==> src/design/scd_map.svh <==
// Constants of the start command decoder: offsets, fields, resets, timing
`ifndef SCD_MAP_SVH
`define SCD_MAP_SVH

// ---------------------------------------------------------------
// Register offsets
// ---------------------------------------------------------------
`define SCD_HALT_OFF 8'h00
`define SCD_FSEL_OFF 8'h04
`define SCD_RSEL_OFF 8'h08
`define SCD_G0SEL_OFF 8'h0C
`define SCD_G1SEL_OFF 8'h10
`define SCD_CTRL_OFF 8'h14
`define SCD_STAT_OFF 8'h18

// ---------------------------------------------------------------
// Fields and reset values
// ---------------------------------------------------------------
`define SCD_CTRL_JOG_EN 0
`define SCD_HALT_DECEL_DIRECT 16'h270F
`define SCD_HALT_DECEL_STARTDIR 16'h22B8
`define SCD_HALT_COAST_MAX 16'h0064
`define SCD_HALT_OFS_MIN 16'h03E8
`define SCD_HALT_OFS_MAX 16'h044C
`define SCD_HALT_RST 16'h270F
`define SCD_FN_HOLD 8'h19
`define SCD_FN_FWD 8'h3C
`define SCD_FN_REV 8'h3D
`define SCD_FN_NONE 8'hFF

// ---------------------------------------------------------------
// Timing
// ---------------------------------------------------------------
`define SCD_CLK_HZ 25000000
`define SCD_TICK_S 1
`define SCD_SEC_CYCLES (`SCD_TICK_S * `SCD_CLK_HZ)

`endif

==> src/design/scd_pkg.sv <==
// Types shared by the start command decoder
package scd_pkg;

	typedef struct packed {
		logic jog;
		logic shutoff;
		logic hold;
		logic gen1;
		logic gen0;
		logic rev;
		logic fwd;
	} scd_term_t;

	typedef struct packed {
		logic coast;
		logic decel;
		logic rev;
		logic run;
	} scd_cmd_t;

	typedef enum logic [2:0] {
		SCD_IDLE,
		SCD_RUN,
		SCD_WAIT,
		SCD_DECEL,
		SCD_COAST
	} scd_state_t;

endpackage

==> src/design/scd_sync.sv <==
// Two-stage synchroniser for the terminal inputs
`timescale 1ns/100ps
`default_nettype none
module scd_sync #(
	parameter int W = 7
) (
	input wire logic pclk,
	input wire logic presetn,
	input wire logic [W-1:0] d,
	output logic [W-1:0] q
);
	logic [W-1:0] meta_reg;
	logic [W-1:0] meta_next;
	logic [W-1:0] q_next;

	always_comb begin
		meta_next = d;
		q_next = meta_reg;
	end

	always_ff @(posedge pclk or negedge presetn) begin
		if (!presetn) begin
			meta_reg <= '0;
			q <= '0;
		end else begin
			meta_reg <= meta_next;
			q <= q_next;
		end
	end

	a_sync_two_stage: assert property (@(posedge pclk) disable iff (!presetn)
		$past(presetn, 2) |-> q == $past(d, 2))
		else $error("sync delay not two");
endmodule
`default_nettype wire

==> src/design/scd_delay.sv <==
// Whole-second delay timer for the coast stop
`include "scd_map.svh"
`timescale 1ns/100ps
`default_nettype none
module scd_delay #(
	parameter int unsigned SEC_CYCLES = `SCD_SEC_CYCLES
) (
	input wire logic pclk,
	input wire logic presetn,
	input wire logic load,
	input wire logic cancel,
	input wire logic [6:0] secs,
	output logic done
);
	logic busy_reg, busy_next;
	logic done_next;
	logic [6:0] sec_reg, sec_next;
	logic [24:0] sub_reg, sub_next;

	always_comb begin
		busy_next = busy_reg;
		done_next = done;
		sec_next = sec_reg;
		sub_next = sub_reg;
		if (cancel) begin
			busy_next = 1'b0;
			done_next = 1'b0;
		end else if (load) begin
			busy_next = 1'b1;
			done_next = 1'b0;
			sec_next = secs;
			sub_next = '0;
		end else if (busy_reg) begin
			if (sec_reg == 7'h00) begin
				busy_next = 1'b0;
				done_next = 1'b1;
			end else if (sub_reg == 25'(SEC_CYCLES - 1)) begin
				sub_next = '0;
				sec_next = sec_reg - 7'h01;
			end else begin
				sub_next = sub_reg + 25'h0000001;
			end
		end
	end

	always_ff @(posedge pclk or negedge presetn) begin
		if (!presetn) begin
			busy_reg <= 1'b0;
			done <= 1'b0;
			sec_reg <= '0;
			sub_reg <= '0;
		end else begin
			busy_reg <= busy_next;
			done <= done_next;
			sec_reg <= sec_next;
			sub_reg <= sub_next;
		end
	end

	a_zero_delay_done: assert property (@(posedge pclk) disable iff (!presetn)
		load && !cancel && secs == 7'h00 ##1 !cancel |=> done)
		else $error("zero delay not done in two cycles");
endmodule
`default_nettype wire

==> src/design/scd_top.sv <==
// Start command decoder: terminal decode, self-hold, stop method, APB
//
// The APB register port and the register addresses were chosen for this implementation.
`include "scd_map.svh"
`timescale 1ns/100ps
`default_nettype none
module scd_top import scd_pkg::*; #(
	parameter int unsigned SEC_CYCLES = `SCD_SEC_CYCLES
) (
	input wire logic pclk,
	input wire logic presetn,
	input wire logic psel,
	input wire logic penable,
	input wire logic pwrite,
	input wire logic [7:0] paddr,
	input wire logic [31:0] pwdata,
	output logic [31:0] prdata,
	output logic pready,
	output logic pslverr,
	input wire scd_term_t term_in,
	input wire logic stopped_in,
	output scd_cmd_t cmd_out,
	output logic drive_enable
);

	// ---------------------------------------------------------------
	// Setting decode
	// ---------------------------------------------------------------
	function automatic logic scd_is_coast(input logic [15:0] s);
		return (s <= `SCD_HALT_COAST_MAX) ||
			(s >= `SCD_HALT_OFS_MIN && s <= `SCD_HALT_OFS_MAX);
	endfunction

	function automatic logic scd_is_direct(input logic [15:0] s);
		return (s == `SCD_HALT_DECEL_DIRECT) || (s <= `SCD_HALT_COAST_MAX);
	endfunction

	function automatic logic scd_is_valid(input logic [15:0] s);
		return scd_is_coast(s) || (s == `SCD_HALT_DECEL_DIRECT) ||
			(s == `SCD_HALT_DECEL_STARTDIR);
	endfunction

	function automatic logic [6:0] scd_coast_secs(input logic [15:0] s);
		logic [15:0] d;
		d = s - `SCD_HALT_OFS_MIN;
		return (s <= `SCD_HALT_COAST_MAX) ? s[6:0] : d[6:0];
	endfunction

	// ---------------------------------------------------------------
	// Registers
	// ---------------------------------------------------------------
	logic [15:0] halt_method_setting_reg, halt_next;
	logic [7:0] fwd_sel_reg, fwd_sel_next;
	logic [7:0] rev_sel_reg, rev_sel_next;
	logic [7:0] g0_sel_reg, g0_sel_next;
	logic [7:0] g1_sel_reg, g1_sel_next;
	logic jog_en_reg, jog_en_next;
	logic [31:0] prdata_next;
	logic pready_next, pslverr_next;
	logic wr_go, setup;
	logic [31:0] status;
	logic latched_reg, latched_next;
	logic lrev_reg, lrev_next;
	scd_state_t state_reg, state_next;

	assign setup = psel && !penable;
	assign wr_go = psel && penable && pready && pwrite;
	assign status = {22'h000000, jog_en_reg, lrev_reg, latched_reg,
		cmd_out.coast, cmd_out.decel, cmd_out.rev, cmd_out.run,
		drive_enable, 2'h0};

	always_comb begin
		halt_next = halt_method_setting_reg;
		fwd_sel_next = fwd_sel_reg;
		rev_sel_next = rev_sel_reg;
		g0_sel_next = g0_sel_reg;
		g1_sel_next = g1_sel_reg;
		jog_en_next = jog_en_reg;
		prdata_next = prdata;
		pready_next = setup;
		pslverr_next = 1'b0;
		if (setup) begin
			prdata_next = 32'h00000000;
			unique case (paddr)
				`SCD_HALT_OFF: begin
					prdata_next = {16'h0000, halt_method_setting_reg};
					pslverr_next = pwrite && !scd_is_valid(pwdata[15:0]);
				end
				`SCD_FSEL_OFF: prdata_next = {24'h000000, fwd_sel_reg};
				`SCD_RSEL_OFF: prdata_next = {24'h000000, rev_sel_reg};
				`SCD_G0SEL_OFF: begin
					prdata_next = {24'h000000, g0_sel_reg};
					pslverr_next = pwrite && (pwdata[7:0] == `SCD_FN_FWD ||
						pwdata[7:0] == `SCD_FN_REV);
				end
				`SCD_G1SEL_OFF: begin
					prdata_next = {24'h000000, g1_sel_reg};
					pslverr_next = pwrite && (pwdata[7:0] == `SCD_FN_FWD ||
						pwdata[7:0] == `SCD_FN_REV);
				end
				`SCD_CTRL_OFF: prdata_next = {31'h00000000, jog_en_reg};
				`SCD_STAT_OFF: begin
					prdata_next = status;
					pslverr_next = pwrite;
				end
				default: pslverr_next = 1'b1;
			endcase
		end
		if (wr_go && !pslverr) begin
			unique case (paddr)
				`SCD_HALT_OFF: halt_next = pwdata[15:0];
				`SCD_FSEL_OFF: fwd_sel_next = pwdata[7:0];
				`SCD_RSEL_OFF: rev_sel_next = pwdata[7:0];
				`SCD_G0SEL_OFF: g0_sel_next = pwdata[7:0];
				`SCD_G1SEL_OFF: g1_sel_next = pwdata[7:0];
				`SCD_CTRL_OFF: jog_en_next = pwdata[`SCD_CTRL_JOG_EN];
				default: ;
			endcase
		end
	end

	always_ff @(posedge pclk or negedge presetn) begin
		if (!presetn) begin
			halt_method_setting_reg <= `SCD_HALT_RST;
			fwd_sel_reg <= `SCD_FN_FWD;
			rev_sel_reg <= `SCD_FN_REV;
			g0_sel_reg <= `SCD_FN_NONE;
			g1_sel_reg <= `SCD_FN_NONE;
			jog_en_reg <= 1'b0;
			prdata <= 32'h00000000;
			pready <= 1'b0;
			pslverr <= 1'b0;
		end else begin
			halt_method_setting_reg <= halt_next;
			fwd_sel_reg <= fwd_sel_next;
			rev_sel_reg <= rev_sel_next;
			g0_sel_reg <= g0_sel_next;
			g1_sel_reg <= g1_sel_next;
			jog_en_reg <= jog_en_next;
			prdata <= prdata_next;
			pready <= pready_next;
			pslverr <= pslverr_next;
		end
	end

	// ---------------------------------------------------------------
	// Terminal decode
	// ---------------------------------------------------------------
	scd_term_t sync_q;
	logic fwd_s, rev_s, jog_ok, hold_eff;
	logic direct, coast, self_hold;
	logic fwd_q_reg, rev_q_reg, hold_q_reg;
	logic fwd_fall, rev_fall, hold_fall;

	scd_sync #(.W(7)) u_sync (
		.pclk(pclk),
		.presetn(presetn),
		.d(term_in),
		.q(sync_q)
	);

	assign fwd_s = (fwd_sel_reg == `SCD_FN_FWD) && sync_q.fwd;
	assign rev_s = (rev_sel_reg == `SCD_FN_REV) && sync_q.rev;
	assign jog_ok = sync_q.jog && jog_en_reg;
	assign hold_eff = !jog_ok && (sync_q.hold ||
		(g0_sel_reg == `SCD_FN_HOLD && sync_q.gen0) ||
		(g1_sel_reg == `SCD_FN_HOLD && sync_q.gen1));
	assign direct = scd_is_direct(halt_method_setting_reg);
	assign coast = scd_is_coast(halt_method_setting_reg);
	assign self_hold = hold_eff;
	assign fwd_fall = fwd_q_reg && !fwd_s;
	assign rev_fall = rev_q_reg && !rev_s;
	assign hold_fall = hold_q_reg && !hold_eff;

	// ---------------------------------------------------------------
	// Self-holding latch
	// ---------------------------------------------------------------
	always_comb begin
		latched_next = latched_reg;
		lrev_next = lrev_reg;
		if (!hold_eff) begin
			latched_next = 1'b0;
		end else if (fwd_fall) begin
			latched_next = 1'b1;
			lrev_next = direct ? 1'b0 : rev_s;
		end else if (rev_fall && direct) begin
			latched_next = 1'b1;
			lrev_next = 1'b1;
		end
	end

	always_ff @(posedge pclk or negedge presetn) begin
		if (!presetn) begin
			latched_reg <= 1'b0;
			lrev_reg <= 1'b0;
			fwd_q_reg <= 1'b0;
			rev_q_reg <= 1'b0;
			hold_q_reg <= 1'b0;
		end else begin
			latched_reg <= latched_next;
			lrev_reg <= lrev_next;
			fwd_q_reg <= fwd_s;
			rev_q_reg <= rev_s;
			hold_q_reg <= hold_eff;
		end
	end

	// ---------------------------------------------------------------
	// Run request and stop method
	// ---------------------------------------------------------------
	logic run_req, dir_req, tmr_load, tmr_cancel, tmr_done;
	scd_cmd_t cmd_next;

	always_comb begin
		if (self_hold) begin
			run_req = latched_reg;
			dir_req = lrev_reg;
		end else if (direct) begin
			run_req = fwd_s ^ rev_s;
			dir_req = rev_s && !fwd_s;
		end else begin
			run_req = fwd_s;
			dir_req = rev_s;
		end
	end

	scd_delay #(.SEC_CYCLES(SEC_CYCLES)) u_delay (
		.pclk(pclk),
		.presetn(presetn),
		.load(tmr_load),
		.cancel(tmr_cancel),
		.secs(scd_coast_secs(halt_method_setting_reg)),
		.done(tmr_done)
	);

	always_comb begin
		state_next = state_reg;
		tmr_load = 1'b0;
		tmr_cancel = 1'b0;
		unique case (state_reg)
			SCD_IDLE: if (run_req) state_next = SCD_RUN;
			SCD_RUN: begin
				if (!run_req) begin
					if (hold_fall || !coast) begin
						state_next = SCD_DECEL;
					end else begin
						state_next = SCD_WAIT;
						tmr_load = 1'b1;
					end
				end
			end
			SCD_WAIT: begin
				if (run_req) begin
					state_next = SCD_RUN;
					tmr_cancel = 1'b1;
				end else if (tmr_done) begin
					state_next = SCD_COAST;
					tmr_cancel = 1'b1;
				end
			end
			SCD_DECEL, SCD_COAST: begin
				if (run_req) state_next = SCD_RUN;
				else if (stopped_in) state_next = SCD_IDLE;
			end
		endcase
		cmd_next.run = (state_next == SCD_RUN) || (state_next == SCD_WAIT);
		cmd_next.rev = (state_next == SCD_RUN) ? dir_req : cmd_out.rev;
		cmd_next.decel = state_next == SCD_DECEL;
		cmd_next.coast = state_next == SCD_COAST;
	end

	always_ff @(posedge pclk or negedge presetn) begin
		if (!presetn) begin
			state_reg <= SCD_IDLE;
			cmd_out <= '0;
			drive_enable <= 1'b0;
		end else begin
			state_reg <= state_next;
			cmd_out <= cmd_next;
			drive_enable <= !sync_q.shutoff;
		end
	end

	// ---------------------------------------------------------------
	// Checks
	// ---------------------------------------------------------------
	a_direct_forward: assert property (@(posedge pclk) disable iff (!presetn)
		!self_hold && direct && fwd_s && !rev_s |=> cmd_out.run && !cmd_out.rev)
		else $error("forward alone did not run forward");
	a_direct_both_stop: assert property (@(posedge pclk)
		disable iff (!presetn) state_reg == SCD_RUN && !self_hold && direct &&
		!coast && fwd_s && rev_s |=> cmd_out.decel && !cmd_out.run)
		else $error("both inputs did not stop");
	a_startdir_reverse: assert property (@(posedge pclk) disable iff (!presetn)
		!self_hold && !direct && fwd_s && rev_s |=> cmd_out.run && cmd_out.rev)
		else $error("start with direction not reverse");
	a_coast_wait: assert property (@(posedge pclk) disable iff (!presetn)
		state_reg == SCD_RUN && !run_req && !hold_fall && coast
		|=> state_reg == SCD_WAIT ##1 !cmd_out.decel)
		else $error("coast mode did not wait");
	a_decel_stop: assert property (@(posedge pclk) disable iff (!presetn)
		state_reg == SCD_RUN && !run_req && !coast |=> cmd_out.decel)
		else $error("decel mode did not decelerate");
	a_latch_on_fall: assert property (@(posedge pclk) disable iff (!presetn)
		hold_eff && direct && fwd_fall |=> latched_reg && !lrev_reg)
		else $error("start pulse not latched");
	a_hold_clears: assert property (@(posedge pclk) disable iff (!presetn)
		hold_fall && state_reg == SCD_RUN && !run_req
		|=> !latched_reg && cmd_out.decel)
		else $error("hold release did not clear and decel");
	a_jog_ignores: assert property (@(posedge pclk) disable iff (!presetn)
		jog_ok |-> !hold_eff)
		else $error("hold release seen during inching");
	a_shutoff_keeps: assert property (@(posedge pclk) disable iff (!presetn)
		sync_q.shutoff && hold_eff && latched_reg
		|=> !drive_enable && latched_reg)
		else $error("shutoff lost latch or kept output");
	a_gen_hold: assert property (@(posedge pclk) disable iff (!presetn)
		g0_sel_reg == `SCD_FN_HOLD && sync_q.gen0 && !jog_ok |-> hold_eff)
		else $error("code 25 terminal not routed");
endmodule
`default_nettype wire

==> config.mk <==
export PLATFORM = sky130hd
export DESIGN_NAME = scd_top
export DESIGN_NICKNAME = d
export VERILOG_FILES = /design/src/design/scd_pkg.sv /design/src/design/scd_sync.sv /design/src/design/scd_delay.sv /design/src/design/scd_top.sv
export VERILOG_INCLUDE_DIRS = /design/src /design/src/design
export SDC_FILE = /design/constraint.sdc
export NUM_CORES = 1
export LEC_CHECK = 0
export BUFFER_PORTS_ARGS = -buffer_cell sky130_fd_sc_hd__buf_2
export CORE_MARGIN = 1
export CORE_UTILIZATION = 58
export CTS_CLUSTER_SIZE = 40
export DETAILED_ROUTE_END_ITERATION = 6
export PLACE_DENSITY = 0.79
export SLEW_MARGIN = 40
export SYNTH_ARGS = -nofsm -noshare
export SYNTH_HDL_FRONTEND = slang
export SYNTH_SLANG_ARGS = --single-unit
==> constraint.sdc <==
create_clock -name pclk -period 3.5 [get_ports pclk]
set_input_delay 0.175 -clock pclk [delete_from_list [all_inputs] [get_ports pclk]]
set_output_delay 0.175 -clock pclk [all_outputs]
set_load 0.05 [all_outputs]
**After elaboration in Yosys (flattened, before gate mapping)**

Index checks and enable logic that the tools add are counted.

- Register bits after elaboration: 144
- Logic and storage cells: 166
- Output and inout bits: 39

- Reduce and logical (&&, ||, !) cells: 60
- Equality and inequality tests: 26
- Add/sub/neg operators: 3
- Multiplexer cells: 43
- Bitwise gates (word level): 2
- Order comparisons: 6

Operators by type and width:

| kind | number |
|---|---|
| case mux 16 bit (7 select lines) | 1 |
| 2-to-1 mux 25 bit | 4 |
| equality test 16 x 14 -> 1 bit (second input constant) | 3 |
| equality test 8 x 5 -> 1 bit (second input constant) | 5 |
| 2-to-1 mux 7 bit | 5 |
| equality test 8 x 6 -> 1 bit (second input constant) | 4 |
| >= comparator 16 x 10 -> 1 bit (second input constant) | 2 |
| less-or-equal comparator 16 x 11 -> 1 bit (second input constant) | 2 |
| less-or-equal comparator 16 x 7 -> 1 bit (second input constant) | 2 |
| adder 25 x 1 -> 25 bit (second input constant) | 1 |
| equality test 25 bit (second input constant) | 1 |
| 2-to-1 mux 1 bit | 25 |
| logical AND 1 bit | 20 |
| 2-to-1 mux 3 bit | 6 |
| equality test 8 x 4 -> 1 bit (second input constant) | 2 |
| AND reduction 2 bit | 8 |
| equality test 3 x 2 -> 1 bit (second input constant) | 4 |
| case mux 3 bit (4 select lines) | 1 |
| logical OR 1 bit | 10 |
| logical NOT 1 bit | 9 |
| equality test 8 x 3 -> 1 bit (second input constant) | 1 |
| logical NOT 8 bit | 1 |
| logical NOT 7 bit | 1 |
| subtractor 7 x 1 -> 7 bit (second input constant) | 1 |
| other kinds (15) | 21 |

**Logic depth before layout (Yosys ltp)**

- Word-level depth: 13
- Depth in mapped cells: 12
- Gate-level depth less buffers: 10

**Cells and area by module**

A second synthesis with hierarchy kept.

- Cells, all modules: 634
- Area, all modules: 6,646.4 um2

Modules (own cells, without submodules):

| module | cells an instance | instances | area an instance (um2) | seq. area each (um2) |
|---|---|---|---|---|
| scd_top | 391 | 1 | 4,227.8 | 2,043.2 |
| scd_delay | 229 | 1 | 2,068.2 | 850.8 |
| scd_sync | 14 | 1 | 350.3 | 350.3 |

**Worst setup path after synthesis**

No wires, ideal clock.

- Kind: register to register
- From: register rev_sel_reg[3]
- To: register u_delay.sec_reg[6]
- Cell stages (with the launch flop): 13
- Path slack: 436 ps
- Data required time: 3,423 ps
- Clock period less this slack: 3,064 ps
- Arrival: 2,986 ps
- Cell sequence: dfstp_2 -> nand4b_1 -> or4_1 -> inv_1 -> ha_1 -> nand2b_1 -> o32a_1 -> a31oi_4 -> o21a_1 -> buf_2 -> buf_2 -> o21ai_0 -> a21oi_1

- Word-level cells in the longest chain between the ends: 9

RTL lines:

| item | RTL line | text |
|---|---|---|
| from (decl) | scd_top.sv:54 | `logic [7:0] rev_sel_reg, rev_sel_next;` |
| from (signal assigned) | scd_top.sv:126 | `` rev_sel_reg <= `SCD_FN_REV; `` |
| from (signal assigned) | scd_top.sv:136 | `rev_sel_reg <= rev_sel_next;` |
| equality test 8 x 6 -> 1 bit (no line) * | n/a |  |
| logical AND 1 bit * | scd_top.sv:163 | `` assign rev_s = (rev_sel_reg == `SCD_FN_REV) && sync_q.rev; `` |
| via rev_s | scd_top.sv:150 | `logic fwd_s, rev_s, jog_ok, hold_eff;` |
| XOR 1 bit * | scd_top.sv:219 | `run_req = fwd_s ^ rev_s;` |
| 2-to-1 mux 1 bit * | scd_top.sv:218 | `end else if (direct) begin` |
| 2-to-1 mux 1 bit * | scd_top.sv:215 | `if (self_hold) begin` |
| 2-to-1 mux 1 bit, on equally long branches | scd_top.sv:243, scd_top.sv:253 |  |
| 2-to-1 mux 1 bit | scd_top.sv:240 | `unique case (state_reg)` |
| inequality test 2 bit (no line), or another cell as far along | n/a |  |
| AND reduction 4 bit (no line) | n/a |  |
| to (signal assigned) | scd_delay.sv:55 | `sec_reg <= sec_next;` |
| to (decl) | scd_delay.sv:17 | `logic [6:0] sec_reg, sec_next;` |

Mark *: on every way through the listed nets, which the timed path passes. The rest lies on a longest branch.
A chain may end at the register's enable or synchronous reset.

**Worst setup path in the final report**

- From: register rev_sel_reg[5]
- To: register u_delay.sub_reg[20]

- Word-level cells in the longest chain between the ends: 9

RTL lines:

| item | RTL line | text |
|---|---|---|
| equality test 8 x 6 -> 1 bit (no line) * | n/a |  |
| logical AND 1 bit * | scd_top.sv:163 |  |
| via rev_s | scd_top.sv:150 |  |
| XOR 1 bit * | scd_top.sv:219 |  |
| 2-to-1 mux 1 bit * | scd_top.sv:218 |  |
| 2-to-1 mux 1 bit * | scd_top.sv:215 |  |
| 2-to-1 mux 1 bit, on equally long branches | scd_top.sv:243, scd_top.sv:253 |  |
| 2-to-1 mux 1 bit | scd_top.sv:240 |  |
| inequality test 2 bit (no line), or another cell as far along | n/a |  |
| AND reduction 3 bit (no line) | n/a |  |
| to (signal assigned) | scd_delay.sv:56 | `sub_reg <= sub_next;` |
| to (decl) | scd_delay.sv:18 | `logic [24:0] sub_reg, sub_next;` |

Marks and branches as above.

==> flow_summary.toml <==
[timing]
drv_slew = 0
finalClockSkew_ps = 10.7
maxSlewHeadroom = 0.457
fin_crit_ps = 3300
setup_viol = 0
fmax_ghz = 0.303
fin_crit_sh = 0.943
worst_pin_slew_ps = 811
hold_viol = 0
fin_tns_setup_ps = 0
rsz0062_at_grt = "false"
setup_slack_ps = 198

[floorplan]
die_h_um = 109
die-area_um2 = 11900
num_rows = 38
start_util = 0.605
core_um2 = 11000
die_x_um = 109
io_pins = 92

[routing]
dr.pass1.iters = 7
final_antenna_net_count = 0
via_per_inst = 6.55
wl_per_cell_um = 19.4
drtIter0Drc = 564
drc = 0
num_vias = 5846
drt_wl_total_um = 17300

[worst_setup_path]
rr_worst_depth = 11
crit_required_ps = 3810
regToRegSetupSlack_ps = 200
crit_path_cell_trace = "nand4b_1 -> or4_1 -> inv_1 -> ha_1 -> nand2b_1 -> o32a_1 -> a31oi_4 -> o21a_1 -> nor3_2 -> buf_4 -> a41o_1"
r2r_end = "u_delay.sub_reg[20]"
cp-start-kind = "flop"
crit_slowest_cell = "or4_1"
r2r_start = "rev_sel_reg[5]"
slowest_delay_ps = 580
crit_fanout = 10
crit_type = "reg -> reg"
arrival_ps = 3610
end_kind = "flop"

[finish]
design_area_um2 = 7800
layout_common_cells = "dfrtp_1, buf_2, nand2_1, nor2_1, mux2_2"
synthToLayoutAreaGrowth_pct = 17.0
largest_reg_flops = 25
final_common_cell = "dfrtp_1"
antenna-diode-count = 0
fin_nets = 797
final_layout_size_suffix_gt1_frac = 0.269

[hold_path]
hold_start = "pwdata[15]"
whs_endpoint = "halt_method_setting_reg[15]"
min_path_cells = 2
hp-class = "in -> reg"

[clock_tree]
post-cts-setup-buffer-count = 0
cts.root.buffer_cell = "clkbuf_16"
numCtsBuffers = 17
htree_levels = 4
cts_tree = "yes"
clockBufferDepth = 2
clock_sinks = 128
clk_latency_ps = 430
clk_pin_slew_ps = 60

[logic_synthesis]
syn_area_per_cell_um2 = 10.1
synth_ff_type = "dfrtp_1"
ys_types = 64
synth_area_leader_cell = "dfrtp_1"
synth_seq_cells = 128
syn_area_um2 = 6670
synth-edff-count = 0
synthTopCellsByArea = "dfrtp_1, dfstp_2, mux2_2"
ys_seq_area_frac = 0.486
ys_async_sr_fraction = 1.00
synthCells = 662
yosysTopAreaCellShare = 0.356
yosys_warnings = 0

[flow_run]
cap_violations = 0

[place]
place_congestion = 0.914
dp_slack_ps = 233
dp_hpwl_um = 11900
port_buffers = 59
post_dp_cell_area_um2 = 7110

[grt]
grt_max_degree = 68
grt_pass1_wl_um = 28200
gr-total-overflow = 0
antenna_found_initial = 0
grt_pass1_vias = 5635
grt.total_usage = 0.314

[status]
status = "complete, no violations"

[pwr]
peakVddDrop_uv = 588
leakage_nw = 3.40
power_density_nw_per_um2 = 570
## area by class of cell
type | count | area (um2)
Fill cell | 800 | 3230
Inverter | 18 | 67.6
Sequential cell | 128 | 3240
Tap cell | 140 | 175
Clock inverter | 15 | 160
Timing Repair Buffer | 89 | 564
Multi-Input combinational cell | 485 | 3170
Clock buffer | 17 | 425
## cell families after synthesis
kind of cell / count (synthesis) / share of synthesized area
adder cells (fa/ha/maj): 5 / 0.00938
other: 1 / 0.000562
XOR/XNOR: 2 / 0.00263
flip-flops: 128 / 0.486
AO/OA/AOI/OAI: 172 / 0.177
buffers and inverters: 64 / 0.0475
AND/OR/NAND/NOR: 246 / 0.203
multiplexers: 44 / 0.0743
## critical path, delay by kind of cell, from the launching register on
family                   cells  cell delay (ps)
AO/OA/AOI/OAI                4             1200
adder cells (fa/ha/maj)      1              240
buffers and inverters        2              310
flip-flops                   1              550
AND/OR/NAND/NOR              4              880
## where the power goes
group	switching [mW]	internal (mW)
registers	0.140	1.61
logic	0.605	0.328
clock network	0.703	1.06
## through the flow
stage	utilization	power [mW]	instances	hold WS (ps)
floorplan	-	2.38	677	-121
CTS	0.707	4.45	892	1.27
global placement	0.645	2.64	850	284
finish	0.707	4.44	892	12.3
global route	0.707	4.63	892	7.26
detailed placement	0.645	2.69	850	284
## what timing repair did
action,CTS,global route
resized for setup,0,0
hold buffers,10,0
endpoints found under the hold margin,63,0
## cells in the mapped netlist, drive strengths merged (4+ instances only)
cell	instances
ha	5
clkbuf	23
a221oi	4
dfstp	33
nor2	53
nand2	53
nand4b	5
or2	4
a211oi	4
o21ai	50
nand3	27
and2	5
nor4	11
a31oi	14
or4	8
a2bb2oi	5
dfrtp	95
nand2b	7
and3	4
a22o	15
and4	8
inv	17
a22oi	22
a21oi	20
nor3	18
buf	23
a21o	4
nor3b	5
nor2b	5
or3	6
nand4	13
nor4bb	7
mux2	44
a41oi	6
## how the worst max path moves through the flow
stage / startpoint / end / slack, ps / depth (start not counted)
floorplan: rev_sel_reg[3] / u_delay.sec_reg[6] / 440 / 12
global placement: rev_sel_reg[4] / u_delay.sub_reg[0] / 280 / 11
detailed placement: rev_sel_reg[4] / u_delay.sub_reg[20] / 230 / 11
CTS: rev_sel_reg[3] / u_delay.sub_reg[20] / 210 / 11
global route: rev_sel_reg[3] / u_delay.sec_reg[4] / 30 / 11
finish: rev_sel_reg[5] / u_delay.sub_reg[20] / 200 / 11
## routing by layer
metal,track usage,wire length [um],vias to the layer above
met5,0,0,-
met4,0.144,522,0
li1,-,-,2622
met2,0.498,8280,273
met1,0.402,7150,2896
met3,0.0825,1310,55
No activity file was read; power rests on OpenSTA's default activity.
